`src/core/shunt_format_pkg.sv`:
```
// Purpose: constants shared by the shunt format controller
// Assumes: 200 MHz system clock
// Notes:   packet match values and sequencer defaults
package shunt_format_pkg;
  localparam int unsigned CLK_HZ            = 200_000_000;
  localparam int unsigned TICK_SECONDS      = 1;
  localparam int unsigned TICK_CYCLES       = CLK_HZ * TICK_SECONDS;
  localparam int unsigned PC_TIMEOUT_S      = 12;
  localparam int unsigned MAX_DWELL_S       = 3600;
  localparam logic [15:0] FORMAT_OFF        = 16'h0000;
  localparam logic [15:0] FORMAT_A_RESET    = 16'h0004;
  localparam logic [15:0] FORMAT_B_RESET    = 16'h0008;
  localparam logic [15:0] FORMAT_POSITIVE   = 16'h0004;
  localparam logic [15:0] FORMAT_INVERSE    = 16'h0008;
  localparam logic [47:0] CMD_DST_MAC       = 48'h0100_5E00_00FA;
  localparam logic [31:0] CMD_DST_IP        = 32'hE000_00FA;
  localparam logic [15:0] CMD_SRC_PORT      = 16'h27EC;
  localparam logic [15:0] CMD_DST_PORT      = 16'h280A;
  localparam logic [31:0] HDR_VERSION       = 32'h1100_0000;
  localparam logic [31:0] HDR_STREAM_ID     = 32'h0000_0000;
  localparam logic [31:0] HDR_FLAGS         = 32'h0000_0000;
  localparam logic [15:0] EVENT_SHUNT       = 16'h0310;
  localparam logic [11:0] DWELL_RESET_A     = 12'h004;
  localparam logic [11:0] DWELL_RESET_B     = 12'h000;
  localparam logic [11:0] DWELL_RESET_INIT  = 12'h00A;
  localparam logic [11:0] DWELL_RESET_GAP   = 12'h000;
endpackage

```
`src/core/shunt_tick_gen.sv`:
```
// Purpose: one-second tick from the system clock
// Assumes: period set by parameter, shortened for simulation
// Notes:   tick is a one-cycle pulse
`timescale 1ns/1ps
module shunt_tick_gen #(
  parameter int unsigned PERIOD = 200_000_000
) (
  // clock and reset
  input  wire logic mclk_in,
  input  wire logic resetn_in,
  // tick
  output logic      tick_out
);
  logic [31:0] count;
  wire         wrap = (count == 32'(PERIOD - 1));

  always_ff @(posedge mclk_in or negedge resetn_in) begin
    if (!resetn_in) begin
      count    <= 32'h0000_0000;
      tick_out <= 1'b0;
    end else begin
      count    <= wrap ? 32'h0000_0000 : count + 32'h0000_0001;
      tick_out <= wrap;
    end
  end
endmodule

```
`src/core/shunt_format_controller.sv`:
```
// Purpose: chooses the bridge shunt format from a power-up sequencer and network commands
// Assumes: received packet fields arrive already parsed, one strobe per packet
// Notes:   formats are 16-bit numbers; 4 positive, 8 inverse, 0 off
//
// What this block does
// - master sends packet only on value change
// - shunt packets use stream identifier zero
// - slave keeps last master format until next
// - sequencer output is the master shunt source
// - wait startup delay before first switch
// - first format programmable, default four
// - second format programmable, default eight
// - hold first format; zero skips it
// - hold second format; zero skips it
// - format zero gap between first and second
// - hold times accepted up to 3600 seconds
// - PC commands match multicast address and UDP ports; master packets do not
// - PC commands match multicast Ethernet destination address
// - match version, zero stream, zero flags
// - event 0x0310 upper, format lower half
// - shunting-enabled controller obeys PC command
// - PC format returns to zero after 12s
// - four positive, eight inverse, zero removes
// - master switches and sends next acquisition cycle
`timescale 1ns/1ps
module shunt_format_controller
  import shunt_format_pkg::*;
#(
  parameter int unsigned TICK_PERIOD = TICK_CYCLES,
  parameter int unsigned PC_TIMEOUT  = PC_TIMEOUT_S
) (
  // clock and reset
  input  wire logic        mclk_in,
  input  wire logic        resetn_in,
  // configuration
  input  wire logic        shunt_enable_in,
  input  wire logic        is_master_in,
  input  wire logic [15:0] format_a_in,
  input  wire logic [15:0] format_b_in,
  input  wire logic [11:0] dwell_a_in,
  input  wire logic [11:0] dwell_b_in,
  input  wire logic [11:0] dwell_init_in,
  input  wire logic [11:0] dwell_gap_in,
  // acquisition cycle strobe
  input  wire logic        acq_cycle_in,
  // parsed received packet
  input  wire logic        rx_valid_in,
  input  wire logic        rx_from_pc_in,
  input  wire logic [47:0] rx_dst_mac_in,
  input  wire logic [31:0] rx_dst_ip_in,
  input  wire logic [15:0] rx_src_port_in,
  input  wire logic [15:0] rx_dst_port_in,
  input  wire logic [31:0] rx_version_in,
  input  wire logic [31:0] rx_stream_id_in,
  input  wire logic [31:0] rx_flags_in,
  input  wire logic [31:0] rx_event_in,
  // packet send request to the network
  output logic             tx_send_out,
  output logic [31:0]      tx_stream_id_out,
  output logic [31:0]      tx_event_out,
  // applied format
  output logic [15:0]      format_out,
  output logic             shunt_positive_out,
  output logic             shunt_inverse_out,
  output logic             seq_active_out,
  output logic             pc_active_out
);

  ////////////////////////////////////////////////////////////////////////////
  // tick and small helpers

  logic tick;

  shunt_tick_gen #(
    .PERIOD (TICK_PERIOD)
  ) u_tick (
    .mclk_in   (mclk_in),
    .resetn_in (resetn_in),
    .tick_out  (tick)
  );

  // dwell values above an hour are clamped rather than rejected
  function automatic logic [11:0] clamp_dwell(input logic [11:0] v);
    clamp_dwell = (v > 12'(MAX_DWELL_S)) ? 12'(MAX_DWELL_S) : v;
  endfunction

  ////////////////////////////////////////////////////////////////////////////
  // power-up sequencer

  typedef enum logic [2:0] {
    SEQ_INIT,
    SEQ_A,
    SEQ_GAP,
    SEQ_B,
    SEQ_IDLE
  } seq_state_t;

  seq_state_t  seq_state;
  seq_state_t  next_seq_state;
  logic [11:0] seq_count;
  logic [11:0] next_seq_count;
  logic [15:0] seq_format;
  logic [15:0] next_seq_format;
  // low for the first cycle after reset, when the startup dwell is loaded
  logic        init_loaded;

  wire [11:0] dw_a    = clamp_dwell(dwell_a_in);
  wire [11:0] dw_b    = clamp_dwell(dwell_b_in);
  wire [11:0] dw_init = clamp_dwell(dwell_init_in);
  wire [11:0] dw_gap  = clamp_dwell(dwell_gap_in);
  wire        expired = tick && (seq_count <= 12'h001);

  // chooses the next stage after each dwell, skipping empty ones
  always_comb begin
    next_seq_state  = seq_state;
    next_seq_count  = seq_count;
    next_seq_format = seq_format;
    if (tick && seq_count != 12'h000 && !expired) begin
      next_seq_count = seq_count - 12'h001;
    end
    case (seq_state)
      SEQ_INIT: begin
        if (!init_loaded) begin
          // async reset cannot load a port value, so the live dwell lands here
          next_seq_count = dw_init;
        end else if (dw_init == 12'h000 || expired) begin
          if (dw_a != 12'h000) begin
            next_seq_state  = SEQ_A;
            next_seq_count  = dw_a;
            next_seq_format = format_a_in;
          end else if (dw_b != 12'h000) begin
            next_seq_state  = SEQ_B;
            next_seq_count  = dw_b;
            next_seq_format = format_b_in;
          end else begin
            next_seq_state  = SEQ_IDLE;
            next_seq_format = FORMAT_OFF;
          end
        end
      end
      SEQ_A: begin
        if (expired) begin
          if (dw_gap != 12'h000) begin
            next_seq_state  = SEQ_GAP;
            next_seq_count  = dw_gap;
            next_seq_format = FORMAT_OFF;
          end else if (dw_b != 12'h000) begin
            next_seq_state  = SEQ_B;
            next_seq_count  = dw_b;
            next_seq_format = format_b_in;
          end else begin
            next_seq_state  = SEQ_IDLE;
            next_seq_format = FORMAT_OFF;
          end
        end
      end
      SEQ_GAP: begin
        if (expired) begin
          if (dw_b != 12'h000) begin
            next_seq_state  = SEQ_B;
            next_seq_count  = dw_b;
            next_seq_format = format_b_in;
          end else begin
            next_seq_state  = SEQ_IDLE;
            next_seq_format = FORMAT_OFF;
          end
        end
      end
      SEQ_B: begin
        if (expired) begin
          next_seq_state  = SEQ_IDLE;
          next_seq_format = FORMAT_OFF;
        end
      end
      default: begin
        next_seq_state  = SEQ_IDLE;
        next_seq_format = FORMAT_OFF;
      end
    endcase
  end

  always_ff @(posedge mclk_in or negedge resetn_in) begin
    if (!resetn_in) begin
      seq_state  <= SEQ_INIT;
      seq_count  <= DWELL_RESET_INIT;
      seq_format <= FORMAT_OFF;
    end else begin
      seq_state  <= next_seq_state;
      seq_count  <= next_seq_count;
      seq_format <= next_seq_format;
    end
  end

  ////////////////////////////////////////////////////////////////////////////
  // master: send a packet when the sequencer output changes

  logic [15:0] last_sent;
  logic        change_pending;
  wire         source_changed = (seq_format != last_sent);

  always_ff @(posedge mclk_in or negedge resetn_in) begin
    if (!resetn_in) begin
      last_sent        <= FORMAT_OFF;
      change_pending   <= 1'b0;
      tx_send_out      <= 1'b0;
      tx_stream_id_out <= 32'h0000_0000;
      tx_event_out     <= 32'h0000_0000;
    end else begin
      tx_send_out <= 1'b0;
      if (is_master_in && shunt_enable_in && source_changed) begin
        change_pending <= 1'b1;
      end
      if (change_pending && acq_cycle_in) begin
        change_pending   <= 1'b0;
        last_sent        <= seq_format;
        tx_send_out      <= 1'b1;
        tx_stream_id_out <= HDR_STREAM_ID;
        tx_event_out     <= {EVENT_SHUNT, seq_format};
      end
    end
  end

  ////////////////////////////////////////////////////////////////////////////
  // packet decoder; trailing description text is not examined

  wire hdr_ok   = (rx_version_in == HDR_VERSION) && (rx_stream_id_in == HDR_STREAM_ID)
                  && (rx_flags_in == HDR_FLAGS);
  wire event_ok = (rx_event_in[31:16] == EVENT_SHUNT);
  wire pc_ok    = (rx_dst_mac_in == CMD_DST_MAC) && (rx_dst_ip_in == CMD_DST_IP)
                  && (rx_src_port_in == CMD_SRC_PORT)
                  && (rx_dst_port_in == CMD_DST_PORT);
  // anything failing the match leaves the format alone
  wire cmd_ok   = rx_valid_in && shunt_enable_in && hdr_ok && event_ok;
  wire pc_cmd   = cmd_ok && rx_from_pc_in && pc_ok;
  wire mst_cmd  = cmd_ok && !rx_from_pc_in && !is_master_in;

  ////////////////////////////////////////////////////////////////////////////
  // applied format and PC timeout

  logic [15:0] applied;
  logic [7:0]  pc_secs;

  always_ff @(posedge mclk_in or negedge resetn_in) begin
    if (!resetn_in) begin
      applied       <= FORMAT_OFF;
      pc_secs       <= 8'h00;
      pc_active_out <= 1'b0;
    end else begin
      if (pc_cmd) begin
        applied       <= rx_event_in[15:0];
        pc_secs       <= 8'(PC_TIMEOUT);
        pc_active_out <= 1'b1;
      end else if (mst_cmd) begin
        applied       <= rx_event_in[15:0];
        pc_active_out <= 1'b0;
      end else if (is_master_in && tx_send_out) begin
        applied <= tx_event_out[15:0];
      end else if (pc_active_out && tick) begin
        if (pc_secs <= 8'h01) begin
          applied       <= FORMAT_OFF;
          pc_active_out <= 1'b0;
        end
        pc_secs <= pc_secs - 8'h01;
      end
    end
  end

  ////////////////////////////////////////////////////////////////////////////
  // outputs

  always_ff @(posedge mclk_in or negedge resetn_in) begin
    if (!resetn_in) begin
      format_out         <= FORMAT_OFF;
      shunt_positive_out <= 1'b0;
      shunt_inverse_out  <= 1'b0;
      init_loaded        <= 1'b0;
    end else begin
      format_out         <= applied;
      shunt_positive_out <= (applied == FORMAT_POSITIVE);
      shunt_inverse_out  <= (applied == FORMAT_INVERSE);
      init_loaded        <= 1'b1;
    end
  end

  assign seq_active_out = (seq_state != SEQ_IDLE);

endmodule

```
`config.mk`:
```
export PLATFORM = sky130hd
export DESIGN_NAME = shunt_format_controller
export DESIGN_NICKNAME = d
export VERILOG_FILES = /design/src/core/shunt_format_pkg.sv /design/src/core/shunt_tick_gen.sv /design/src/core/shunt_format_controller.sv
export SDC_FILE = /design/constraint.sdc
export NUM_CORES = 1
export LEC_CHECK = 0
export ABC_AREA = 1
export BUFFER_PORTS_ARGS = -buffer_cell sky130_fd_sc_hd__buf_4
export CORE_AREA = 4 4 159 161
export CTS_CLUSTER_DIAMETER = 40
export CTS_CLUSTER_SIZE = 40
export DETAILED_ROUTE_END_ITERATION = 10
export DIE_AREA = 0 0 163 165
export GPL_TIMING_DRIVEN = 0
export PLACE_DENSITY = 0.76
export SYNTH_ARGS = -nofsm -noshare
export SYNTH_HDL_FRONTEND = slang
export SYNTH_HIERARCHICAL = 1
export SYNTH_SLANG_ARGS = --single-unit
```
`constraint.sdc`:
```
create_clock -name mclk_in -period 5.28 [get_ports mclk_in]
set_clock_uncertainty 0.1 [all_clocks]
set_input_delay 0.264 -clock mclk_in [delete_from_list [all_inputs] [get_ports mclk_in]]
set_output_delay 0.264 -clock mclk_in [all_outputs]
set_load 0.03 [all_outputs]
```
==> flow_summary_export.csv, run 1 <==
group,metric,value,unit
yosys,synth-simple-area-share,45.4,%
floorplan,initial_utilization,41.7,%
timing,maxSlewViolCount,0,
placed_design,dpl.hpwl,31700,µm
drt,wl_per_cell,16.1,µm
drt,viasPerCell,5.00,
clock_network,cts_tree,"done",
floorplan,rows,57,
cells_and_area,stdcell_count,2348,
power,ir_drop,0.000210,V
global_routing,antenna_found_initial,0,
clock_network,cts_root_buffer,"clkbuf_16",
hold_path,min_path_type,"primary input to flop",
timing,rsz0062_at_grt,"false",
drt,drc,0,
clock_network,clkLatencyLatePin,0.42,ns
timing,hold_ws,0.0158,ns
clock_network,hold_buffers,13,
global_routing,grt_pass1_vias,11100,
worst_setup_path,cp-start-kind,"flop",
yosys,synth_compound_area_share,7.01,%
timing,period_needed,2.57,ns
yosys,synth.ff_latch_count,127,
cells_and_area,synthToLayoutAreaGrowth,40.6,%
yosys,yosys_warnings,6,
cells_and_area,drive_gt1_share,25.9,%
floorplan,dieArea,26900,µm²
power,powerDensity,180,nW/µm²
placed_design,dp.cells,2303,
clock_network,post_cts.repair.setup_buffers,0,
cells_and_area,finish.utilization,58.7,%
timing,setup-tns-final,0,ns
floorplan,fp.dieW,163,µm
clock_network,clk_pin_slew_worst_paths,0.06,ns
drt,vias,11800,
worst_setup_path,critPathKind,"flop to flop",
clock_network,h-tree-depth,4,
floorplan,coreArea,24000,µm²
drt,first_pass_iters,8,
worst_setup_path,crit_arrival,2.74,ns
clock_network,cts_max_path_buffers,2,
timing,setup_violations,0,
power,p_leak,7.33,nW
drt,drtAntennaViolNets,0,
yosys,muxShareOfSynthArea,0,%
worst_setup_path,required,5.45,ns
yosys,synth_top_family_by_area,"simple AND/OR/NAND/NOR gates",
clock_network,numCtsBuffers,17,
global_routing,grt_pass1_wl,57600,µm
yosys,yosysTopAreaCellShare,31.3,%
yosys,ys_top_cells_by_area,"dfrtp_1, nand2_1, nor2_1",
timing,fmax,389,MHz
placed_design,post_dp_cell_area,13400,µm²
placed_design,portBuffers,366,
worst_setup_path,end_kind,"flop",
cells_and_area,fin_area,14100,µm²
yosys,syn_area_per_cell,6.38,µm²
run,max_cap_viol_count,0,
clock_network,numClockSinks,127,
floorplan,num_io_pins,412,
yosys,synthesis.instances,1568,
yosys,synthXorXnorAreaFrac,3.14,%
clock_network,cts_resized,0,
drt,initialDrtViolationCount,913,
yosys,synth_top_area_cell,"dfrtp_1",
timing,worstMarginPinSlew,0.676,ns
floorplan,fp.dieH,165,µm
global_routing,overflow,0,
timing,hold_viol,0,
placed_design,globalplace.congestion,0.983,
global_routing,grt_use_total,27.3,%
yosys,synthDistinctLibCells,49,
global_routing,grt_max_degree,72,
yosys,ys_seq_area_share,31.8,%
cells_and_area,nets,2343,
timing,fin_crit_sh,48.6,%
run_status,outcome,"complete, no violations",
drt,wirelength,37800,µm
yosys,synthAdderAreaFrac,0.625,%
yosys,syn-cell-area,10000,µm²
timing,relSlewSlack,54.5,%
cells_and_area,antenna_cells,0,
worst_setup_path,cp_max_fo,10,
==> critical path, stage by stage (launching register included) <==
cell and delay [ns]:
dfrtp_1 0.41, inv_1 0.17, ha_1 0.29, nand2_2 0.14
a21oi_2 0.21, nand3_2 0.18, inv_1 0.16, buf_4 0.19
nand3_1 0.09, a21oi_1 0.18, nand2_1 0.07, o21ai_0 0.07
nand3_1 0.15
==> state kept, by name, summed over array words and instances (netlist names) <==
name and count:
change_pending 1, pc_active_out 1, u_tick/count 32, init_loaded 1, seq_state 3, seq_format 16
tx_send_out 1, seq_count 12, shunt_positive_out 1, u_tick/tick_out 1, tx_event_out 2, applied 16
format_out 16, pc_secs 8, shunt_inverse_out 1, last_sent 15
==> kinds of logic (layout without fill, tap and decap cells) <==
kind of cell,after synthesis,after routing
and+or+nand+nor,1024,1024
buffers and inverters,249,661
DFF,127,127
AOI/OAI and AO/OA,126,126
xor gates and xnor gates,35,35
adders and majority gates,5,5
other,2,46
==> stage by stage <==
stage | power, mW | worst slack (ns)
2_1_floorplan | 1.12 | 3.19
3_3_place_gp | 1.37 | 2.83
3_5_place_dp | 1.38 | 2.80
4_1_cts | 2.55 | 2.79
5_1_grt | 2.63 | 2.55
6_report | 2.53 | 2.71
==> cell usage in the layout, fill, tap and decap left out, types with 7 or more instances in the layout <==
cell type / count
o21ai_0: 37
nand4_1: 46
clkbuf_1: 17
o211ai_1: 15
nor2_1: 248
nand3_1: 128
buf_6: 7
buf_4: 416
nor4_1: 25
nand3b_1: 8
nand2_1: 491
xor2_1: 18
conb_1: 46
xnor2_1: 16
dlygate4sd3_1: 13
o21ai_1: 21
nor2_4: 8
a21oi_1: 41
clkbuf_16: 17
nand2_2: 20
dfrtp_1: 125
inv_1: 160
nor3_1: 21
==> where the power goes <==
part / internal, mW / leakage, nW / switching (mW)
Clock: 0.702 / 0.287 / 0.458
Sequential: 0.974 / 1.68 / 0.000255
Combinational: 0.213 / 5.35 / 0.185
==> cells in the mapped netlist (all sizes together) <==
cell type and instances:
o211ai 15, o21ai 59, a31oi 1, xnor2 16
nand3b 8, conb 2, clkbuf 16, a211oi 1
nor3 21, nand4 49, nand3 131, or2 7
dfstp 2, buf 64, nand2 517, clkinv 3
o2111ai 1, o21bai 4, ha 5, dfrtp 125
nor4 25, xor2 19, a21oi 42, and2 2
o41ai 1, o22ai 1, a21boi 1, inv 166
nor2 261, nor3b 3
==> final cells by class <==
class | instances | area, µm²
Buffer | 80 | 556
Fill cell | 2304 | 9900
Timing Repair Buffer | 380 | 2910
Clock buffer | 18 | 429
Sequential cell | 127 | 3180
Clock inverter | 14 | 155
Multi-Input combinational cell | 1236 | 5790
Inverter | 169 | 639
Tap cell | 324 | 405
==> metal layers <==
| metal | routed length (µm) | global-route usage [%] |
|---|---|---|
| met3 | 3440 | 7.01 |
| met5 | 0 | 0 |
| met4 | 1120 | 9.11 |
| met2 | 17100 | 43.6 |
| met1 | 16200 | 36.3 |
==> final timing paths <==
kind	from	slack, ns	cells past startpoint	endpoint
min in group asynchronous	resetn_in	0.29	2	u_tick/count[28]
worst min-delay path	rx_event_in[13]	0.02	3	applied[13]
worst min register to register	applied[4]	0.31	0	format_out[4]
max in group asynchronous	resetn_in	4.07	3	seq_state[1]
worst max register to register	seq_count[0]	2.71	12	seq_count[4]
worst max-delay path	seq_count[0]	2.71	12	seq_count[4]
Power figures use the tool's default switching activity.
==> run 2, diff against run 1 <==
--- a/config.mk
+++ b/config.mk
@@ -5,15 +5,15 @@
 export SDC_FILE = /design/constraint.sdc
 export NUM_CORES = 1
 export LEC_CHECK = 0
-export ABC_AREA = 1
+export ABC_AREA = 0
 export BUFFER_PORTS_ARGS = -buffer_cell sky130_fd_sc_hd__buf_4
-export CORE_AREA = 4 4 159 161
+export CORE_AREA = 4 4 156 158
 export CTS_CLUSTER_DIAMETER = 40
 export CTS_CLUSTER_SIZE = 40
 export DETAILED_ROUTE_END_ITERATION = 10
-export DIE_AREA = 0 0 163 165
+export DIE_AREA = 0 0 160 162
 export GPL_TIMING_DRIVEN = 0
-export PLACE_DENSITY = 0.76
+export PLACE_DENSITY = 0.71
 export SYNTH_ARGS = -nofsm -noshare
 export SYNTH_HDL_FRONTEND = slang
 export SYNTH_HIERARCHICAL = 1
==> constraint.sdc (replaced) <==
create_clock -name mclk_in -period 2.05 [get_ports mclk_in]
set_clock_uncertainty 0.1 [all_clocks]
set_input_delay 0.1025 -clock mclk_in [delete_from_list [all_inputs] [get_ports mclk_in]]
set_output_delay 0.1025 -clock mclk_in [all_outputs]
set_load 0.03 [all_outputs]
==> flow_summary_export.csv, run 2 <==
group,metric,value,unit
yosys,syn-cell-area,7960,µm²
placed_design,dp.cells,1594,
yosys,ys_top_cells_by_area,"dfrtp_1, nor4_1, buf_4",
worst_setup_path,crit_path_max_incr_delay,0.57,ns
hold_path,min_path_type,"primary input to flop",
clock_network,cts_max_path_buffers,2,
drt,wl_per_cell,20.5,µm
drt,drtAntennaViolNets,0,
run_status,violations,"setup timing",
worst_setup_path,required,2.22,ns
worst_setup_path,cp_num_buf_inv,0,
timing,maxSlewViolCount,0,
yosys,yosysTopAreaCellShare,39.3,%
global_routing,grt_pass1_vias,9524,
power,p_leak,6.49,nW
clock_network,cts_root_buffer,"clkbuf_16",
cells_and_area,nFillCells,1940,
run,max_cap_viol_count,0,
power,power.internal,6.05,mW
yosys,yosysMostFrequentCell,"dfrtp_1",
timing,rsz0062_at_grt,"true",
yosys,syn_area_per_cell,8.92,µm²
timing,relSlewSlack,53.0,%
timing,setup_violations,31,
cells_and_area,largest_register_ffs,32,
cells_and_area,stdcell_count,1740,
placed_design,post_dp_cell_area,11300,µm²
yosys,synthArstFlopShare,100,%
drt,drc,0,
clock_network,clk_pin_slew_worst_paths,0.06,ns
cells_and_area,drive_gt1_share,44.7,%
yosys,synthFlopType,"dfrtp_1",
drt,wirelength,35700,µm
cells_and_area,synthToLayoutAreaGrowth,71.5,%
worst_setup_path,crit_chain,"or4b_4, or4_4, a22oi_2, nand2b_4, nor2_2, o21ai_1, o221ai_1",
drt,viasPerCell,5.38,
yosys,synth_edf_count,0,
worst_setup_path,cp_max_fo,6,
yosys,synth.ff_latch_count,127,
clock_network,h-tree-depth,4,
power,power_frac_seq,35.8,%
power,powerDensity,639,nW/µm²
floorplan,dieArea,25900,µm²
power,switching_power,2.68,mW
cells_and_area,nets,1768,
global_routing,grt_pass1_wl,53200,µm
yosys,ys_seq_area_share,39.9,%
worst_setup_path,end_kind,"flop",
worst_setup_path,critPathKind,"flop to flop",
power,clkPwrFrac,36.0,%
timing,hold_viol,0,
timing,fin_ws,-0.543,ns
worst_setup_path,crit_family,"simple AND/OR/NAND/NOR gates",
global_routing,antenna_found_initial,2,
timing,fin_crit_sh,126,%
cells_and_area,finish.utilization,59.1,%
clock_network,numClockSinks,127,
drt,vias,9364,
timing,period_needed,2.59,ns
floorplan,fp.dieH,162,µm
yosys,synthesis.instances,893,
drt,initialDrtViolationCount,832,
placed_design,globalplace.congestion,0.928,
clock_network,clkLatencyLatePin,0.42,ns
global_routing,grt_use_total,26.1,%
power,swShare,30.7,%
global_routing,overflow,0,
yosys,synth_common_cells,"dfrtp_1, nand2_1, nor4_1, nor2_1, buf_4",
cells_and_area,layout_commonest_cell,"buf_4",
timing,fmax,386,MHz
clock_network,numCtsBuffers,17,
yosys,yosys_warnings,6,
placed_design,portBuffers,366,
power,ir_drop,0.000443,V
worst_setup_path,crit_arrival,2.77,ns
cells_and_area,fin_area,13700,µm²
yosys,synthDistinctLibCells,73,
timing,worstMarginPinSlew,0.705,ns
cells_and_area,layout_common_cells,"buf_4, dfrtp_1, dlygate4sd3_1",
drt,first_pass_iters,6,
run_status,outcome,"complete, but fails checks",
global_routing,grt_max_degree,70,
floorplan,rows,56,
yosys,synth_top_area_cell,"dfrtp_1",
clock_network,cts_tree,"done",
floorplan,initial_utilization,34.4,%
power,pwr-share-comb,28.1,%
cells_and_area,largest-register,"u_tick/count",
floorplan,num_io_pins,412,
worst_setup_path,cp-start-kind,"flop",
placed_design,dpl.hpwl,27000,µm
timing,setup-tns-final,-11.65,ns
floorplan,fp.dieW,160,µm
floorplan,coreArea,23100,µm²
worst_setup_path,cpMaxStageDelayCell,"or4b_4",
==> run 2: cell types whose count changed after synthesis, moves of 23 or more <==
cell     previous run  this run
nor2_1            248        57
nor4_1             25        67
nand3_1           128        29
inv_1             160        45
nand2_1           491        78
a22oi_1             0        23
==> run 2: worst paths after layout <==
path / slack, ns / to / startpoint / cells after the start
max: -0.54 / seq_count[11] / seq_count[4] / 7
min: 0.005 / seq_count[10] / dwell_gap_in[10] / 3
max reg2reg: -0.54 / seq_count[11] / seq_count[4] / 7
min reg2reg: 0.30 / format_out[10] / applied[10] / 0
max in group asynchronous: 0.95 / seq_count[3] / resetn_in / 3
min in group asynchronous: 0.13 / format_out[12] / resetn_in / 2
==> run 2: layer usage <==
| layer | vias up | global-route usage, % | wire length [µm] |
|---|---|---|---|
| met2 | 453 | 44.1 | 17300 |
| li1 | 4380 | - | - |
| met1 | 4463 | 34.0 | 14900 |
| met5 | - | 0 | 0 |
| met4 | 0 | 7.70 | 896 |
| met3 | 68 | 5.46 | 2520 |
==> run 2: cell families (layout without fill, tap and decap cells) <==
| family | Yosys count | after routing | share of synthesized area (%) |
|---|---|---|---|
| other | 2 | 47 | 0.0943 |
| AND/OR/NAND/NOR | 381 | 381 | 27.1 |
| XOR/XNOR | 50 | 50 | 5.50 |
| AO/OA/AOI/OAI | 191 | 191 | 16.1 |
| adder cells (fa/ha/maj) | 5 | 5 | 0.786 |
| multiplexers | 16 | 16 | 2.26 |
| flip-flops | 127 | 127 | 39.9 |
| buffers and inverters | 121 | 633 | 8.14 |
==> run 2: through the flow <==
stage	power, mW	setup slack, ns	hold WS [ns]
4_1_cts	8.68	-0.471	0.00581
2_1_floorplan	4.22	-0.402	-0.293
3_3_place_gp	5.30	-1.21	0.273
5_1_grt	9.08	-0.609	0.0121
3_5_place_dp	5.34	-1.21	0.00929
6_report	8.73	-0.543	0.00471
==> run 2: area by class of cell <==
cell class	instances	area [µm²]	share of cell area (%)
Clock buffer	18	439	3.22
Buffer	68	493	3.61
Multi-Input combinational cell	689	4920	36.0
Clock inverter	14	184	1.35
Sequential cell	127	3180	23.3
Antenna cell	1	2.50	0.0183
Timing Repair Buffer	487	3890	28.5
Tap cell	290	363	2.66
Inverter	46	175	1.28
==> run 2: worst min-delay path: cells and delay by family <==
family | cells | cell delay, ns
AOI/OAI and AO/OA | 2 | 0.27
buffers and inverters | 1 | 0.11
==> run 2: power by group through the flow <==
stage               Combinational [mW]  Clock [mW]  Sequential, mW
finish                            2.46        3.15            3.13
global route                      2.61        3.30            3.17
CTS                               2.36        3.19            3.13
detailed placement                2.17           0            3.18
global placement                  2.14           0            3.16
floorplan                        0.741           0            3.47
==> run 2: timing repair <==
| action | in CTS | in global routing |
|---|---|---|
| hold buffers | 66 | 0 |
| gates cloned | 3 | 0 |
| hold endpoints to repair | 100 | 0 |
| pin swaps | 34 | 29 |
| gates resized for setup | 96 | 85 |
| buffers inserted | 33 | 20 |
| endpoints found under the setup margin | 73 | 65 |
